$ cat src/hdl/scrf_pkg.sv
// shared constants and carrier types of the scan-cycle relay block
package scrf_pkg;

   // ****************************************
   // clock and scan timing
   // ****************************************
   localparam int CLK_PERIOD_NS  = 10;
   localparam int SCAN_PERIOD_MS = 10;
   localparam int NS_PER_MS      = 1_000_000;
   localparam int SCAN_DIV       = SCAN_PERIOD_MS * NS_PER_MS / CLK_PERIOD_NS;
   localparam int SCAN_CNT_W     = 20;
   localparam int TICKS_PER_S    = 1000 / SCAN_PERIOD_MS;

   // ****************************************
   // timer presets, counted in scan ticks
   // ****************************************
   localparam int DELAY_A_S    = 10;
   localparam int HOLD_S       = 2;
   localparam int AUTO_OFF_MIN = 6;
   localparam int LONG_OFF_H   = 4;
   localparam int FLASH_S      = 1;
   localparam int TMR_W        = 21;
   localparam logic [TMR_W-1:0] TMR_ZERO = 21'h0;
   localparam logic [TMR_W-1:0] DELAY_A_TICKS =
      TMR_W'(DELAY_A_S * TICKS_PER_S);
   localparam logic [TMR_W-1:0] HOLD_TICKS = TMR_W'(HOLD_S * TICKS_PER_S);
   localparam logic [TMR_W-1:0] AUTO_OFF_TICKS =
      TMR_W'(AUTO_OFF_MIN * 60 * TICKS_PER_S);
   localparam logic [TMR_W-1:0] LONG_OFF_TICKS =
      TMR_W'(LONG_OFF_H * 3600 * TICKS_PER_S);
   // flasher restarts itself: two scans go to done and re-arm
   localparam logic [TMR_W-1:0] FLASH_PRESET =
      TMR_W'(FLASH_S * TICKS_PER_S - 2);

   // ****************************************
   // counter and storage
   // ****************************************
   localparam int CNT_W = 5;
   localparam logic [CNT_W-1:0] CNT_ZERO   = 5'h00;
   localparam logic [CNT_W-1:0] CNT_PRESET = 5'h14;
   localparam int STORE_N = 4;
   localparam logic [STORE_N-1:0] STORE_ZERO = 4'h0;

   // ****************************************
   // carriers
   // ****************************************
   typedef struct packed {
      logic toggle_btn;
      logic timer_trigger;
      logic count_btn;
      logic counter_clear;
      logic shift_btn;
      logic shift_value;
      logic shift_clear;
      logic run_mode;
      logic stair_btn;
      logic stair_enhanced;
   } scrf_pins_t;

   typedef struct packed {
      logic               toggle_relay;
      logic               delay_relay;
      logic               count_relay;
      logic [STORE_N-1:0] store;
      logic [STORE_N-1:0] run_light;
      logic               stair_light;
   } scrf_relays_t;

   localparam scrf_pins_t   PINS_RST   = 10'h000;
   localparam scrf_relays_t RELAYS_RST = 12'h000;

endpackage : scrf_pkg

$ cat src/hdl/scrf_ondelay.sv
// on-delay timer counting scan ticks while enabled
`timescale 1ns/100ps
module scrf_ondelay #(
   parameter logic [scrf_pkg::TMR_W-1:0] PRESET = scrf_pkg::DELAY_A_TICKS
) (
   input  wire logic                        clk_in,    // controller clock
   input  wire logic                        arst_n_in, // async reset
   input  wire logic                        tick_in,   // time-base tick
   input  wire logic                        enable_in, // trigger coil
   output wire logic                        done_out,  // timer contact
   output logic      [scrf_pkg::TMR_W-1:0]  count_out  // elapsed ticks
);
   import scrf_pkg::*;

   // elapsed time is cleared on the first tick after the trigger drops
   always_ff @(posedge clk_in or negedge arst_n_in) begin
      if (!arst_n_in) begin
         count_out <= TMR_ZERO;
      end else if (tick_in) begin
         if (!enable_in) begin
            count_out <= TMR_ZERO;
         end else if (count_out != PRESET) begin
            count_out <= count_out + 1'b1;
         end
      end
   end

   assign done_out = enable_in && (count_out == PRESET);

endmodule : scrf_ondelay

$ cat src/hdl/scrf_top.sv
// scan-cycle relay functions: toggle, timers, counter, shift chains, stairs
`timescale 1ns/100ps
module scrf_top #(
   parameter int                         SCAN_DIV_P = scrf_pkg::SCAN_DIV,
   parameter logic [scrf_pkg::TMR_W-1:0] AUTO_OFF_P =
      scrf_pkg::AUTO_OFF_TICKS,
   parameter logic [scrf_pkg::TMR_W-1:0] LONG_OFF_P =
      scrf_pkg::LONG_OFF_TICKS
) (
   input  wire logic                   CLK_IN,     // 100 MHz clock
   input  wire logic                   ARST_N_IN,  // async reset, low
   input  wire scrf_pkg::scrf_pins_t   PINS_IN,    // button pins
   output scrf_pkg::scrf_relays_t      RELAYS_OUT  // relay drives
);
   import scrf_pkg::*;

   // ****************************************
   // declarations
   // ****************************************
   scrf_pins_t               pin_s1;
   scrf_pins_t               pin_s2;
   scrf_pins_t               img;
   scrf_relays_t             rel;
   logic [SCAN_CNT_W-1:0]    scan_cnt;
   logic                     tgl_prev;
   logic                     cnt_prev;
   logic [CNT_W-1:0]         cnt;
   logic                     edge_c;
   logic                     shot_c;
   logic                     flash_c;
   logic                     rl_edge_c;
   logic                     rl_shot_c;
   logic                     seed_c;
   logic                     st_prev;
   logic                     cont_c;
   logic [TMR_W-1:0]         dly_cnt;
   logic                     dly_done;
   logic                     flash_done;
   logic                     hold_done;
   logic                     auto_done;
   logic                     long_done;
   logic [STORE_N-1:0]       next_store;
   logic [STORE_N-1:0]       next_run;

   // ****************************************
   // pin synchronisers
   // ****************************************
   always_ff @(posedge CLK_IN or negedge ARST_N_IN) begin
      if (!ARST_N_IN) begin
         pin_s1 <= PINS_RST;
         pin_s2 <= PINS_RST;
      end else begin
         pin_s1 <= PINS_IN;
         pin_s2 <= pin_s1;
      end
   end

   // ****************************************
   // scan tick, also the common time base
   // ****************************************
   wire scan_tick = (scan_cnt == SCAN_CNT_W'(SCAN_DIV_P - 1));

   always_ff @(posedge CLK_IN or negedge ARST_N_IN) begin
      if (!ARST_N_IN) begin
         scan_cnt <= {SCAN_CNT_W{1'b0}};
      end else if (scan_tick) begin
         scan_cnt <= {SCAN_CNT_W{1'b0}};
      end else begin
         scan_cnt <= scan_cnt + 1'b1;
      end
   end

   // input image is frozen for a whole scan
   always_ff @(posedge CLK_IN or negedge ARST_N_IN) begin
      if (!ARST_N_IN) begin
         img <= PINS_RST;
      end else if (scan_tick) begin
         img <= pin_s2;
      end
   end

   // ****************************************
   // timers
   // ****************************************
   scrf_ondelay #(.PRESET(DELAY_A_TICKS)) delay_timer_a (
      .clk_in    (CLK_IN),
      .arst_n_in (ARST_N_IN),
      .tick_in   (scan_tick),
      .enable_in (img.timer_trigger),
      .done_out  (dly_done),
      .count_out (dly_cnt)
   );

   scrf_ondelay #(.PRESET(FLASH_PRESET)) flasher_timer (
      .clk_in    (CLK_IN),
      .arst_n_in (ARST_N_IN),
      .tick_in   (scan_tick),
      .enable_in (img.run_mode && !flash_c),
      .done_out  (flash_done),
      .count_out ()
   );

   scrf_ondelay #(.PRESET(HOLD_TICKS)) hold_detect_timer (
      .clk_in    (CLK_IN),
      .arst_n_in (ARST_N_IN),
      .tick_in   (scan_tick),
      .enable_in (img.stair_btn),
      .done_out  (hold_done),
      .count_out ()
   );

   scrf_ondelay #(.PRESET(AUTO_OFF_P)) auto_off_timer (
      .clk_in    (CLK_IN),
      .arst_n_in (ARST_N_IN),
      .tick_in   (scan_tick),
      .enable_in (rel.stair_light && !cont_c),
      .done_out  (auto_done),
      .count_out ()
   );

   scrf_ondelay #(.PRESET(LONG_OFF_P)) long_off_timer (
      .clk_in    (CLK_IN),
      .arst_n_in (ARST_N_IN),
      .tick_in   (scan_tick),
      .enable_in (rel.stair_light && cont_c && img.stair_enhanced),
      .done_out  (long_done),
      .count_out ()
   );

   // ****************************************
   // rung decoding
   // ****************************************
   wire tgl_rise  = img.toggle_btn && !tgl_prev;
   wire cnt_rise  = img.count_btn && !cnt_prev;
   wire cnt_step  = cnt_rise && (cnt != CNT_PRESET);
   wire [CNT_W-1:0] next_cnt = img.counter_clear ? CNT_ZERO :
                               cnt_step ? cnt + 1'b1 : cnt;
   wire shot_coil = img.shift_btn && !edge_c;
   wire rl_shot   = flash_c && !rl_edge_c;
   wire run_value = !seed_c || rel.run_light[STORE_N-1];
   wire st_rise   = img.stair_btn && !st_prev;
   wire light_tgl = rel.stair_light ^ st_rise;
   wire light_on  = hold_done ? 1'b1 : light_tgl;
   wire next_light = (auto_done || long_done) ? 1'b0 : light_on;
   wire next_cont = next_light && (cont_c || hold_done);

   // first positions take the shift input value and the seed or wrapped last light
   assign next_store[0] = img.shift_clear ? 1'b0 :
                          shot_c ? img.shift_value : rel.store[0];
   assign next_run[0]   = !img.run_mode ? 1'b0 :
                          rl_shot_c ? run_value : rel.run_light[0];

   // each later position takes its predecessor's old value
   generate
      for (genvar i = 1; i < STORE_N; i++) begin : g_chain
         assign next_store[i] = img.shift_clear ? 1'b0 :
                                shot_c ? rel.store[i-1] :
                                rel.store[i];
         assign next_run[i]   = !img.run_mode ? 1'b0 :
                                rl_shot_c ? rel.run_light[i-1] :
                                rel.run_light[i];
      end
   endgenerate

   // ****************************************
   // scan transfer of coils to contacts
   // ****************************************
   always_ff @(posedge CLK_IN or negedge ARST_N_IN) begin
      if (!ARST_N_IN) begin
         tgl_prev  <= 1'b0;
         cnt_prev  <= 1'b0;
         cnt       <= CNT_ZERO;
         edge_c    <= 1'b0;
         shot_c    <= 1'b0;
         st_prev   <= 1'b0;
         cont_c    <= 1'b0;
      end else if (scan_tick) begin
         tgl_prev  <= img.toggle_btn;
         cnt_prev  <= img.count_btn;
         cnt       <= next_cnt;
         edge_c    <= img.shift_btn;
         shot_c    <= shot_coil;
         st_prev   <= img.stair_btn;
         cont_c    <= next_cont;
      end
   end

   // running light flasher and seed markers
   always_ff @(posedge CLK_IN or negedge ARST_N_IN) begin
      if (!ARST_N_IN) begin
         flash_c   <= 1'b0;
         rl_edge_c <= 1'b0;
         rl_shot_c <= 1'b0;
         seed_c    <= 1'b0;
      end else if (scan_tick) begin
         flash_c   <= flash_done;
         rl_edge_c <= flash_c;
         rl_shot_c <= rl_shot;
         seed_c    <= img.run_mode && (seed_c || rel.run_light[0]);
      end
   end

   // relay outputs
   always_ff @(posedge CLK_IN or negedge ARST_N_IN) begin
      if (!ARST_N_IN) begin
         rel <= RELAYS_RST;
      end else if (scan_tick) begin
         rel.toggle_relay <= rel.toggle_relay ^ tgl_rise;
         rel.delay_relay  <= dly_done;
         rel.count_relay  <= (next_cnt == CNT_PRESET);
         rel.store        <= next_store;
         rel.run_light    <= next_run;
         rel.stair_light  <= next_light;
      end
   end

   assign RELAYS_OUT = rel;
endmodule : scrf_top

$ cat config.mk
export PLATFORM = sky130hd
export DESIGN_NAME = scrf_top
export DESIGN_NICKNAME = d
export VERILOG_FILES = /design/src/hdl/scrf_pkg.sv /design/src/hdl/scrf_ondelay.sv /design/src/hdl/scrf_top.sv
export SDC_FILE = /design/constraint.sdc
export NUM_CORES = 1
export LEC_CHECK = 0
export BUFFER_PORTS_ARGS = -buffer_cell sky130_fd_sc_hd__buf_2
export CAP_MARGIN = 30
export CELL_PAD_IN_SITES_DETAIL_PLACEMENT = 0
export CELL_PAD_IN_SITES_GLOBAL_PLACEMENT = 1
export CORE_MARGIN = 2
export CORE_UTILIZATION = 49
export CTS_CLUSTER_DIAMETER = 50
export CTS_CLUSTER_SIZE = 25
export DETAILED_ROUTE_END_ITERATION = 6
export PLACE_DENSITY_LB_ADDON = 0.1
export SETUP_SLACK_MARGIN = 0.3
export SYNTH_ARGS = -nofsm -noshare
export SYNTH_HDL_FRONTEND = slang
export SYNTH_SLANG_ARGS = --single-unit
$ cat constraint.sdc
create_clock -name CLK_IN -period 3.15 [get_ports CLK_IN]
set_input_delay 0.1575 -clock CLK_IN [delete_from_list [all_inputs] [get_ports CLK_IN]]
set_output_delay 0.1575 -clock CLK_IN [all_outputs]
set_load 0.05 [all_outputs]
==> summary.md, run 1 <==
| Metric | Value |
|---|---|
| Total global routing overflow | `0` |
| Number of storage elements in the synthesis netlist | `182` |
| Number of distinct library cell variants in the gate-level netlist after synthesis | `60` |
| PD cells | `437 nW/µm²` |
| Startpoint of the worst setup timing path | `scan_cnt[7]$_DFF_PN0_` |
| Starting utilization of the core area | `50.3%` |
| Leak pwr | `4.34 nW` |
| Setup violations, final | `0` |
| Clock root buffer | `sky130_fd_sc_hd__clkbuf_16` |
| Net count reported at finish | `1047` |
| Die width | `141 µm` |
| Startpoint Class | `flip-flop` |
| Minimum clock period after layout | `2.72 ns` |
| Launching point of the worst reg2reg path | `scan_cnt[7]$_DFF_PN0_` |
| RePlAce Congestion | `0.774` |
| Diode insertion count for antenna repair | `0` |
| Fin. max-slew vios | `0` |
| Worst-Skew Late Latency | `0.44 ns` |
| TritonCTS clock tree | `built` |
| Number of global-route vias before repair | `7161` |
| Syn_area_per_cell | `9.31 µm²` |
| Number of buffers added on ports | `23` |
| Post-synthesis net count | `1006` |
| Worst-case clock skew | `0.00860 ns` |
| Maximum ir drop on the vdd rail | `0.358 mV` |
| Arrival time at the worst endpoint | `3.07 ns` |
| Number of buffers between clock root and the deepest sink | `2` |
| Die Y-Extent | `141 µm` |
| Synthesized instance count | `981` |
| DR vias/cell | `5.95` |
| CTS H-tree depth | `4` |
| Transition at the pin with the smallest max-transition slack | `0.843 ns` |
| Unrepaired setup endpoints after global routing | `no` |
| Reg2Reg Capture Point | `long_off_timer.count_out[19]$_DFFE_PN0P_` |
| Reg2Reg Setup Slack | `0.43 ns` |
| Async set-or-reset flop fraction in the synthesized netlist | `100%` |
| Element type at the critical path end | `flip-flop` |
| Inserted Clock Buffers | `17` |
| Detailed placer's ending HPWL | `13500 µm` |
| Ratio of final minimum period to clock period | `86.3%` |
| Most used flip-flop cell after synthesis | `sky130_fd_sc_hd__dfrtp_1` |
| Worst slew slack as a fraction of its limit | `42.9%` |
| Vias post-DR | `7524` |
| Global-route usage over all layers | `22.1%` |
| Filler-free cell count of the finished design | `1264` |
| Sequential share of the synthesized area | `49.9%` |
| First-pass detailed-route iteration total | `4` |
| Ratio of cells with drive above 1 in the final layout | `10.1%` |
| Count of boundary I/O pins | `24` |
| Placed cells | `1221` |
| Number of enable flip-flop cells after synthesis | `0` |
| Commonest non-fill, non-tap cell in the layout | `sky130_fd_sc_hd__dfrtp_1` |
| Routed Antenna Nets | `0` |
| Area of the placeable core | `18100 µm²` |
| Cells on worst reg2reg path | `7` |
| Number of warnings printed during yosys synthesis | `0` |
| Initial antenna violation count | `0` |
| Worst setup path end | `long_off_timer.count_out[19]$_DFFE_PN0P_` |
| Post CTS Setup Buffer Count | `0` |
| Hold Path Class | `input port to async pin` |
| Setup TNS Final | `0 ns` |
| Data required time at the worst endpoint | `3.50 ns` |
| Mapped Area | `9130 µm²` |
| Count of maximum capacitance violations | `0` |
| Final Hold Fails | `0` |
| Most used cells in the layout excluding fill and tap cells | `sky130_fd_sc_hd__dfrtp_1 (182), sky130_fd_sc_hd__nand2_1 (123), sky130_fd_sc_hd__o21ai_0 (80)` |
| Clock net sink count | `182` |
| Status | `completed` |
| Aggregate routed wire length | `20600 µm` |
| WS Path Type | `flip-flop to flip-flop` |
| Detailed Route Iter0 Violations | `446` |
| Total number of placement rows | `49` |
| First-pass GRT wire length | `35700 µm` |
| Area enclosed by the die boundary | `19700 µm²` |
| Signed area change from the synthesized netlist to the final layout | `12.9%` |
| Pin count of the biggest net entering global routing | `83` |
| Post-detailed-route DRC marker count | `0` |
| CP Max Fanout | `19` |
| Max Clock Freq | `0.368 GHz` |
| Avg WL per Cell | `16.3 µm` |
| Clock slew at reported path FFs | `0.07 ns` |
-- repair_timing --
action / CTS / global route
gates resized for setup: 0 / 0
hold buffers: 11 / 0
hold endpoints to repair: 88 / 0
-- worst min path at each step --
stage                                              end  startpoint  slack (ns)  cells after the start
2_1_floorplan                RELAYS_OUT[0]$_DFFE_PN0N_   ARST_N_IN       -0.14                      0
3_3_place_gp   delay_timer_a.count_out[20]$_DFFE_PN0P_   ARST_N_IN        0.25                      1
3_5_place_dp    delay_timer_a.count_out[4]$_DFFE_PN0P_   ARST_N_IN        0.25                      1
4_1_cts                            pin_s1[7]$_DFF_PN0_  PINS_IN[7]        0.34                      2
5_1_grt                            pin_s1[5]$_DFF_PN0_  PINS_IN[5]        0.34                      2
6_report       delay_timer_a.count_out[20]$_DFFE_PN0P_   ARST_N_IN        0.31                      2
-- report_power, final --
group	leakage, nW	switching (W)	internal (W)
logic	1.58	0.0000492	0.0000196
registers	2.48	0.00000410	0.00235
clock network	0.270	0.000959	0.00112
total	4.34	0.00101	0.00349
-- worst max-delay path, cell delays in order, from the launching register on --
cell                       delay, ns
sky130_fd_sc_hd__dfrtp_1        0.42
sky130_fd_sc_hd__or4_4          0.57
sky130_fd_sc_hd__nor4_4         0.35
sky130_fd_sc_hd__buf_12         0.22
sky130_fd_sc_hd__o211ai_1       0.24
sky130_fd_sc_hd__buf_4          0.27
sky130_fd_sc_hd__or4_1          0.40
sky130_fd_sc_hd__a21oi_1        0.16
-- per-stage QoR --
step | area (µm²) | setup WS (ns) | util [%] | power [W] | hold slack [ns]
global placement | 9630 | 0.468 | 53.1 | 0.00246 | 0.254
floorplan | 9130 | 0.688 | - | 0.00240 | -0.138
detailed placement | 9630 | 0.439 | 53.1 | 0.00246 | 0.254
finish | 10300 | 0.431 | 56.8 | 0.00450 | 0.313
global route | 10300 | 0.306 | 56.8 | 0.00464 | 0.340
CTS | 10300 | 0.438 | 56.8 | 0.00455 | 0.338
-- synthesized netlist by cell type (all sizes together) (9+ instances only) --
library cell,n,area share [%]
nor3,17,1.2
ha,13,1.8
and3,14,0.96
and4,10,0.96
nand4,34,2.3
and2,9,0.62
or3,51,3.5
nor4,22,1.7
or4,28,2.3
clkbuf,29,1.2
inv,28,1.2
buf,13,0.75
xnor2,11,1.1
a21oi,67,3.7
nand3,66,3.6
nor2,47,2.0
xor2,16,1.5
o31ai,28,2.3
nand2,124,5.1
o211ai,14,1.3
o21ai,80,4.4
a31oi,9,0.62
dfrtp,182,50
-- registers in the layout, summed over array words and instances, names as in the netlist, 12 cells and up --
register	flops
delay_timer_a.count_out	21
auto_off_timer.count_out	21
long_off_timer.count_out	21
RELAYS_OUT	12
hold_detect_timer.count_out	21
scan_cnt	20
flasher_timer.count_out	21
-- cell type report --
class	count	area, µm²
Clock buffer	19	443
Clock inverter	13	124
Fill cell	1656	7840
Inverter	28	105
Multi-Input combinational cell	729	4300
Sequential cell	182	4550
Tap cell	229	287
Timing Repair Buffer	64	497
-- per-layer routing --
metal  GRT usage [%]  vias to the layer above  part of all wire [%]
met2            33.8                      110                    45
li1                -                     3711                     -
met5               0                        -                     0
met3            4.10                       13                   3.1
met4            5.53                        0                  0.65
met1            32.9                     3690                    51
-- cell families after synthesis --
| family | Yosys count | share of synthesized area, % |
|---|---|---|
| xor+xnor | 27 | 2.59 |
| fa+ha+maj | 13 | 1.78 |
| flops | 182 | 49.9 |
| simple gates | 459 | 27.4 |
| mux | 4 | 0.438 |
| compound gates | 226 | 14.8 |
| buf+inv | 70 | 3.10 |
Power figures use the tool's default switching activity.
==> run 2: changes to the inputs <==
--- a/config.mk
+++ b/config.mk
@@ -10,7 +10,7 @@
 export CELL_PAD_IN_SITES_DETAIL_PLACEMENT = 0
 export CELL_PAD_IN_SITES_GLOBAL_PLACEMENT = 1
 export CORE_MARGIN = 2
-export CORE_UTILIZATION = 49
+export CORE_UTILIZATION = 30
 export CTS_CLUSTER_DIAMETER = 50
 export CTS_CLUSTER_SIZE = 25
 export DETAILED_ROUTE_END_ITERATION = 6
==> run 2 against run 1 <==
Design area increased by 2.5%. Fmax is 0.18% higher. Non-clock buffer count grew 1. Hold slack worse by 0.0020 ns. First-iteration DRC count rose by 19%. Via count is 1.4% lower. Clock-buffer cell count grew 1. Register-to-register slack hardly changed. Sequential share of layout area shrank 1.1 points. Wire length up 13%. Clock skew rose by 0.00081 ns. Sequential cell count unchanged. Critical path type unchanged. Highest routed layer unchanged.
==> summary.md, run 2 (same netlist as run 1, synthesis figures left out) <==
| Metric | Value |
|---|---|
| Net switching fraction of the power | `22.3%` |
| Number of buffers between clock root and the deepest sink | `2` |
| Setup TNS Final | `0 ns` |
| Arrival time at the worst endpoint | `3.08 ns` |
| Diode insertion count for antenna repair | `0` |
| CTS H-tree depth | `4` |
| Fin. max-slew vios | `0` |
| Starting utilization of the core area | `30.6%` |
| Post-detailed-route DRC marker count | `0` |
| Cells on worst reg2reg path | `7` |
| Die width | `178 µm` |
| Clock slew at reported path FFs | `0.07 ns` |
| Fraction of power consumed by sequential logic | `51.1%` |
| Aggregate routed wire length | `23300 µm` |
| Cell-internal power | `0.00358 W` |
| Setup violations, final | `0` |
| Count of maximum capacitance violations | `0` |
| Worst-Skew Late Latency | `0.44 ns` |
| Pin count of the biggest net entering global routing | `93` |
| Area enclosed by the die boundary | `31800 µm²` |
| CP Max Fanout | `33` |
| Number of buffers added on ports | `23` |
| Combinational share of power | `1.5%` |
| Startpoint Class | `flip-flop` |
| Launching point of the worst reg2reg path | `scan_cnt[8]$_DFF_PN0_` |
| Element type at the critical path end | `flip-flop` |
| Number of global-route vias before repair | `7272` |
| Leak pwr | `4.35 nW` |
| RePlAce Congestion | `0.745` |
| Total global routing overflow | `0` |
| Max Clock Freq | `0.369 GHz` |
| Final setup slack of the worst path | `0.436 ns` |
| Ratio of final minimum period to clock period | `86.1%` |
| Signed area change from the synthesized netlist to the final layout | `15.7%` |
| TritonCTS clock tree | `built` |
| Area of the placeable core | `29800 µm²` |
| DR vias/cell | `5.21` |
| Total number of placement rows | `63` |
| Unrepaired setup endpoints after global routing | `yes` |
| Reg2Reg Capture Point | `delay_timer_a.count_out[14]$_DFFE_PN0P_` |
| Worst slew slack as a fraction of its limit | `41.7%` |
| Clock net sink count | `182` |
| Minimum clock period after layout | `2.71 ns` |
| Inserted Clock Buffers | `17` |
| Hold Path Class | `input port to async pin` |
| First-pass GRT wire length | `39000 µm` |
| Maximum ir drop on the vdd rail | `0.326 mV` |
| Clock root buffer | `sky130_fd_sc_hd__clkbuf_16` |
| Placed instance area | `9820 µm²` |
| Reg2Reg Setup Slack | `0.44 ns` |
| Commonest non-fill, non-tap cell in the layout | `sky130_fd_sc_hd__dfrtp_1` |
| Final Hold Fails | `0` |
| Detailed placer's ending HPWL | `15000 µm` |
| Initial antenna violation count | `0` |
| Startpoint of the worst setup timing path | `scan_cnt[8]$_DFF_PN0_` |
| Sequential cell area | `4550 µm²` |
| Data required time at the worst endpoint | `3.52 ns` |
| Fillers | `3085` |
| Routed Antenna Nets | `0` |
| Avg WL per Cell | `16.3 µm` |
| Combined area of the multi-input logic cells | `4310 µm²` |
| WS Path Type | `flip-flop to flip-flop` |
| Setup WS pre-CTS | `0.413 ns` |
| Count of boundary I/O pins | `24` |
| Net count reported at finish | `1048` |
| Most used cells in the layout excluding fill and tap cells | `sky130_fd_sc_hd__dfrtp_1 (182), sky130_fd_sc_hd__nand2_1 (123), sky130_fd_sc_hd__o21ai_0 (80)` |
| Worst setup path end | `delay_timer_a.count_out[14]$_DFFE_PN0P_` |
| Global-route usage over all layers | `15.5%` |
| PD cells | `435 nW/µm²` |
| Post-Route Hold Slack | `0.311 ns` |
| First-pass detailed-route iteration total | `5` |
| Ratio of cells with drive above 1 in the final layout | `10.3%` |
| Clock share of power | `47.4%` |
| Status | `completed` |
| Detailed Route Iter0 Violations | `530` |
| Transition at the pin with the smallest max-transition slack | `0.868 ns` |
| Vias post-DR | `7421` |
| Worst-case clock skew | `0.00940 ns` |
| Net switching component of the power | `0.00103 W` |
| Final Cell Area | `10600 µm²` |
| Die Y-Extent | `178 µm` |
-- run 2: cell types whose count changed in the layout (fill, tap and decap cells not counted) --
cell / before / now
sky130_fd_sc_hd__or4b_4: 0 / 1
sky130_fd_sc_hd__o211ai_2: 2 / 1
sky130_fd_sc_hd__nor2_1: 45 / 44
sky130_fd_sc_hd__clkbuf_16: 17 / 18
sky130_fd_sc_hd__clkbuf_8: 2 / 3
sky130_fd_sc_hd__nor2_2: 1 / 2
sky130_fd_sc_hd__o211ai_4: 0 / 1
sky130_fd_sc_hd__or4b_1: 2 / 1
sky130_fd_sc_hd__buf_6: 0 / 1
sky130_fd_sc_hd__bufinv_16: 1 / 2
sky130_fd_sc_hd__buf_4: 27 / 26
sky130_fd_sc_hd__inv_6: 3 / 0
-- run 2: per-stage QoR --
step	util, %	instances	total power (W)
global placement	33.0	1380	0.00246
floorplan	-	981	0.00240
finish	35.5	1425	0.00460
CTS	35.3	1422	0.00469
detailed placement	33.0	1380	0.00246
global route	35.5	1425	0.00480
-- run 2: layout make-up --
type	instances	share of cell area [%]
inverters	28	0.994
repair buffers	65	4.97
multi-input cells	729	40.8
clock inverters	11	1.21
flip-flops and latches	182	43.1
well taps	390	4.62
clock buffers	20	4.32
-- run 2: power groups by stage --
stage | Clock, W | Sequential, W | Combinational (W)
floorplan | 0 | 0.00240 | 0.000000148
global placement | 0 | 0.00240 | 0.0000647
detailed placement | 0 | 0.00240 | 0.0000646
CTS | 0.00227 | 0.00235 | 0.0000756
global route | 0.00237 | 0.00235 | 0.0000831
finish | 0.00218 | 0.00235 | 0.0000695
-- run 2: what timing repair did --
item,in CTS,in global routing
hold endpoints to repair,99,0
setup endpoints to repair,0,4
buffers inserted,0,2
hold buffers,11,0
resized for setup,0,3
-- run 2: worst min-delay path by stage --
stage,start,end,cells past startpoint
final,ARST_N_IN,delay_timer_a.count_out[14]$_DFFE_PN0P_,2
after global routing,PINS_IN[4],pin_s1[4]$_DFF_PN0_,2
after CTS,PINS_IN[0],pin_s1[0]$_DFF_PN0_,2
after detailed placement,PINS_IN[5],pin_s1[5]$_DFF_PN0_,1
after global placement,PINS_IN[9],pin_s1[9]$_DFF_PN0_,1
after floorplan,ARST_N_IN,RELAYS_OUT[0]$_DFFE_PN0N_,0
-- run 2: layer usage --
metal  global-route usage (%)  routed length [µm]  vias up
li1                         -                   -     3716
met1                     22.0               11900     3600
met2                     24.2               10500       93
met3                     3.20                 745       12
met4                     3.56                 184        0
met5                        0                   0        -
-- run 2: critical path: stages, from the launching register on --
cell                       delay [ns]
sky130_fd_sc_hd__dfrtp_1         0.45
sky130_fd_sc_hd__or4b_4          0.59
sky130_fd_sc_hd__nor4_4          0.40
sky130_fd_sc_hd__buf_12          0.21
sky130_fd_sc_hd__o211ai_2        0.11
sky130_fd_sc_hd__buf_6           0.20
sky130_fd_sc_hd__or4_1           0.51
sky130_fd_sc_hd__a21oi_1         0.16
==> run 3: changes to the inputs <==
==> constraint.sdc (replaced) <==
create_clock -name CLK_IN -period 3.4 [get_ports CLK_IN]
set_input_delay 0.17 -clock CLK_IN [delete_from_list [all_inputs] [get_ports CLK_IN]]
set_output_delay 0.17 -clock CLK_IN [all_outputs]
set_load 0.05 [all_outputs]
==> run 3 against run 2 <==
Cell count fell by 0.63%. Sequential share of layout area rose by 0.57 points. Hold slack lost 0.068 ns. Combinational power shrank 7.1%. Clock power down 10%. Largest cell class unchanged. Highest routed layer unchanged.
==> summary.md, run 3 (same netlist as run 1, synthesis figures left out) <==
| Metric | Value |
|---|---|
| Status | `completed` |
| Worst-Skew Late Latency | `0.44 ns` |
| RePlAce Congestion | `0.743` |
| First-pass GRT wire length | `39000 µm` |
| Area enclosed by the die boundary | `31800 µm²` |
| Final Hold Fails | `0` |
| Launching point of the worst reg2reg path | `scan_cnt[7]$_DFF_PN0_` |
| Cell-internal power | `0.00318 W` |
| Net switching fraction of the power | `24.2%` |
| Setup TNS Final | `0 ns` |
| Number of global-route vias before repair | `7190` |
| WS Path Type | `flip-flop to flip-flop` |
| Clock net sink count | `182` |
| Unrepaired setup endpoints after global routing | `no` |
| Global-route usage over all layers | `15.4%` |
| Vias post-DR | `7439` |
| Net switching component of the power | `0.00102 W` |
| Detailed placer's ending HPWL | `14900 µm` |
| Die Y-Extent | `178 µm` |
| Total global routing overflow | `0` |
| Worst slew slack as a fraction of its limit | `35.9%` |
| Fraction of power consumed by sequential logic | `51.8%` |
| Diode insertion count for antenna repair | `0` |
| Fin. max-slew vios | `0` |
| Number of buffers between clock root and the deepest sink | `2` |
| Die width | `178 µm` |
| Minimum clock period after layout | `2.83 ns` |
| Setup violations, final | `0` |
| Transition at the pin with the smallest max-transition slack | `0.946 ns` |
| Pin count of the biggest net entering global routing | `72` |
| Leak pwr | `4.29 nW` |
| Initial antenna violation count | `0` |
| Starting utilization of the core area | `30.6%` |
| Net count reported at finish | `1038` |
| Count of maximum capacitance violations | `0` |
| Area of the placeable core | `29800 µm²` |
| Placed cells | `1373` |
| Ratio of final minimum period to clock period | `83.2%` |
| Clock slew at reported path FFs | `0.07 ns` |
| Routed Antenna Nets | `0` |
| Hold Path Class | `input port to async pin` |
| Reg2Reg Setup Slack | `0.57 ns` |
| Element type at the critical path end | `flip-flop` |
| Count of boundary I/O pins | `24` |
| Data required time at the worst endpoint | `3.72 ns` |
| Maximum ir drop on the vdd rail | `0.334 mV` |
| Inserted Clock Buffers | `17` |
| Post CTS Setup Buffer Count | `0` |
| Detailed Route Iter0 Violations | `428` |
| Avg WL per Cell | `16.3 µm` |
| Most used cells in the layout excluding fill and tap cells | `sky130_fd_sc_hd__dfrtp_1 (182), sky130_fd_sc_hd__nand2_1 (123), sky130_fd_sc_hd__o21ai_0 (80)` |
| Total number of placement rows | `63` |
| DR vias/cell | `5.25` |
| Signed area change from the synthesized netlist to the final layout | `14.2%` |
| Clock root buffer | `sky130_fd_sc_hd__clkbuf_16` |
| Clock share of power | `46.6%` |
| First-pass detailed-route iteration total | `6` |
| Number of buffers added on ports | `23` |
| Post-detailed-route DRC marker count | `0` |
| TritonCTS clock tree | `built` |
| CTS H-tree depth | `4` |
| Max Clock Freq | `0.353 GHz` |
| Worst-case clock skew | `0.00831 ns` |
| Arrival time at the worst endpoint | `3.15 ns` |
| Startpoint of the worst setup timing path | `scan_cnt[7]$_DFF_PN0_` |
| Commonest non-fill, non-tap cell in the layout | `sky130_fd_sc_hd__dfrtp_1` |
| Filler-free cell count of the finished design | `1416` |
| Ratio of cells with drive above 1 in the final layout | `9.55%` |
| PD cells | `403 nW/µm²` |
| Combinational share of power | `1.5%` |
| Aggregate routed wire length | `23100 µm` |
| Startpoint Class | `flip-flop` |
| CP Max Fanout | `9` |
run 3: cell count changes in the layout (fill, tap and decap cells not counted), moves of 2 or more:
cell,before,now
sky130_fd_sc_hd__buf_4,26,19
sky130_fd_sc_hd__bufinv_16,2,0
sky130_fd_sc_hd__clkinv_2,2,0
sky130_fd_sc_hd__clkinv_4,4,1
sky130_fd_sc_hd__inv_6,0,8
sky130_fd_sc_hd__inv_8,0,3
run 3: final timing paths:
path,depth (start not counted),end
max,5,hold_detect_timer.count_out[6]$_DFFE_PN0P_
min,2,delay_timer_a.count_out[17]$_DFFE_PN0P_
max reg2reg,5,hold_detect_timer.count_out[6]$_DFFE_PN0P_
min reg2reg,0,pin_s2[1]$_DFF_PN0_
max in group asynchronous,3,scan_cnt[8]$_DFF_PN0_
min in group CLK_IN,0,pin_s2[1]$_DFF_PN0_
run 3: critical path, stage by stage (launching register included):
cell and delay (ns):
sky130_fd_sc_hd__dfrtp_1 0.42, sky130_fd_sc_hd__or4_4 0.56, sky130_fd_sc_hd__or4_1 0.81, sky130_fd_sc_hd__nor3_2 0.57
sky130_fd_sc_hd__buf_4 0.28, sky130_fd_sc_hd__a21oi_1 0.06
run 3: repair_timing:
item	CTS	global route
endpoints found under the hold margin	60	0
hold buffers	11	0
gates resized for setup	0	0
run 3: cell type report:
type / count / area [µm²]
fillers: 3078 / 19400
flip-flops and latches: 182 / 4550
multi-input cells: 729 / 4300
well taps: 390 / 488
clock buffers: 18 / 439
repair buffers: 55 / 417
clock inverters: 14 / 128
inverters: 28 / 105
run 3: power groups by stage:
| stage | sequential [W] | clock [W] | combinational [W] |
|---|---|---|---|
| floorplan | 0.00222 | 0 | 0.000000137 |
| global placement | 0.00222 | 0 | 0.0000605 |
| detailed placement | 0.00222 | 0 | 0.0000600 |
| CTS | 0.00218 | 0.00205 | 0.0000696 |
| global route | 0.00218 | 0.00212 | 0.0000768 |
| finish | 0.00218 | 0.00196 | 0.0000646 |
run 3: metal layers:
metal  global-route usage, %  part of all wire, %  up-vias
li1                        -                    -     3684
met1                    22.3                   53     3671
met2                    23.3                   44       71
met3                    3.13                  1.9       13
met4                    4.23                 0.93        0
met5                       0                    0        -
run 3: metrics by stage:
stage	power [W]	cell area [µm²]	util (%)	hold WS (ns)	setup WS (ns)
2_1_floorplan	0.00222	9130	-	-0.126	0.938
3_3_place_gp	0.00228	9750	32.7	0.183	0.622
3_5_place_dp	0.00228	9750	32.7	0.184	0.568
4_1_cts	0.00430	10400	35.0	0.266	0.562
5_1_grt	0.00438	10400	35.0	0.289	0.432
6_report	0.00420	10400	35.0	0.242	0.570
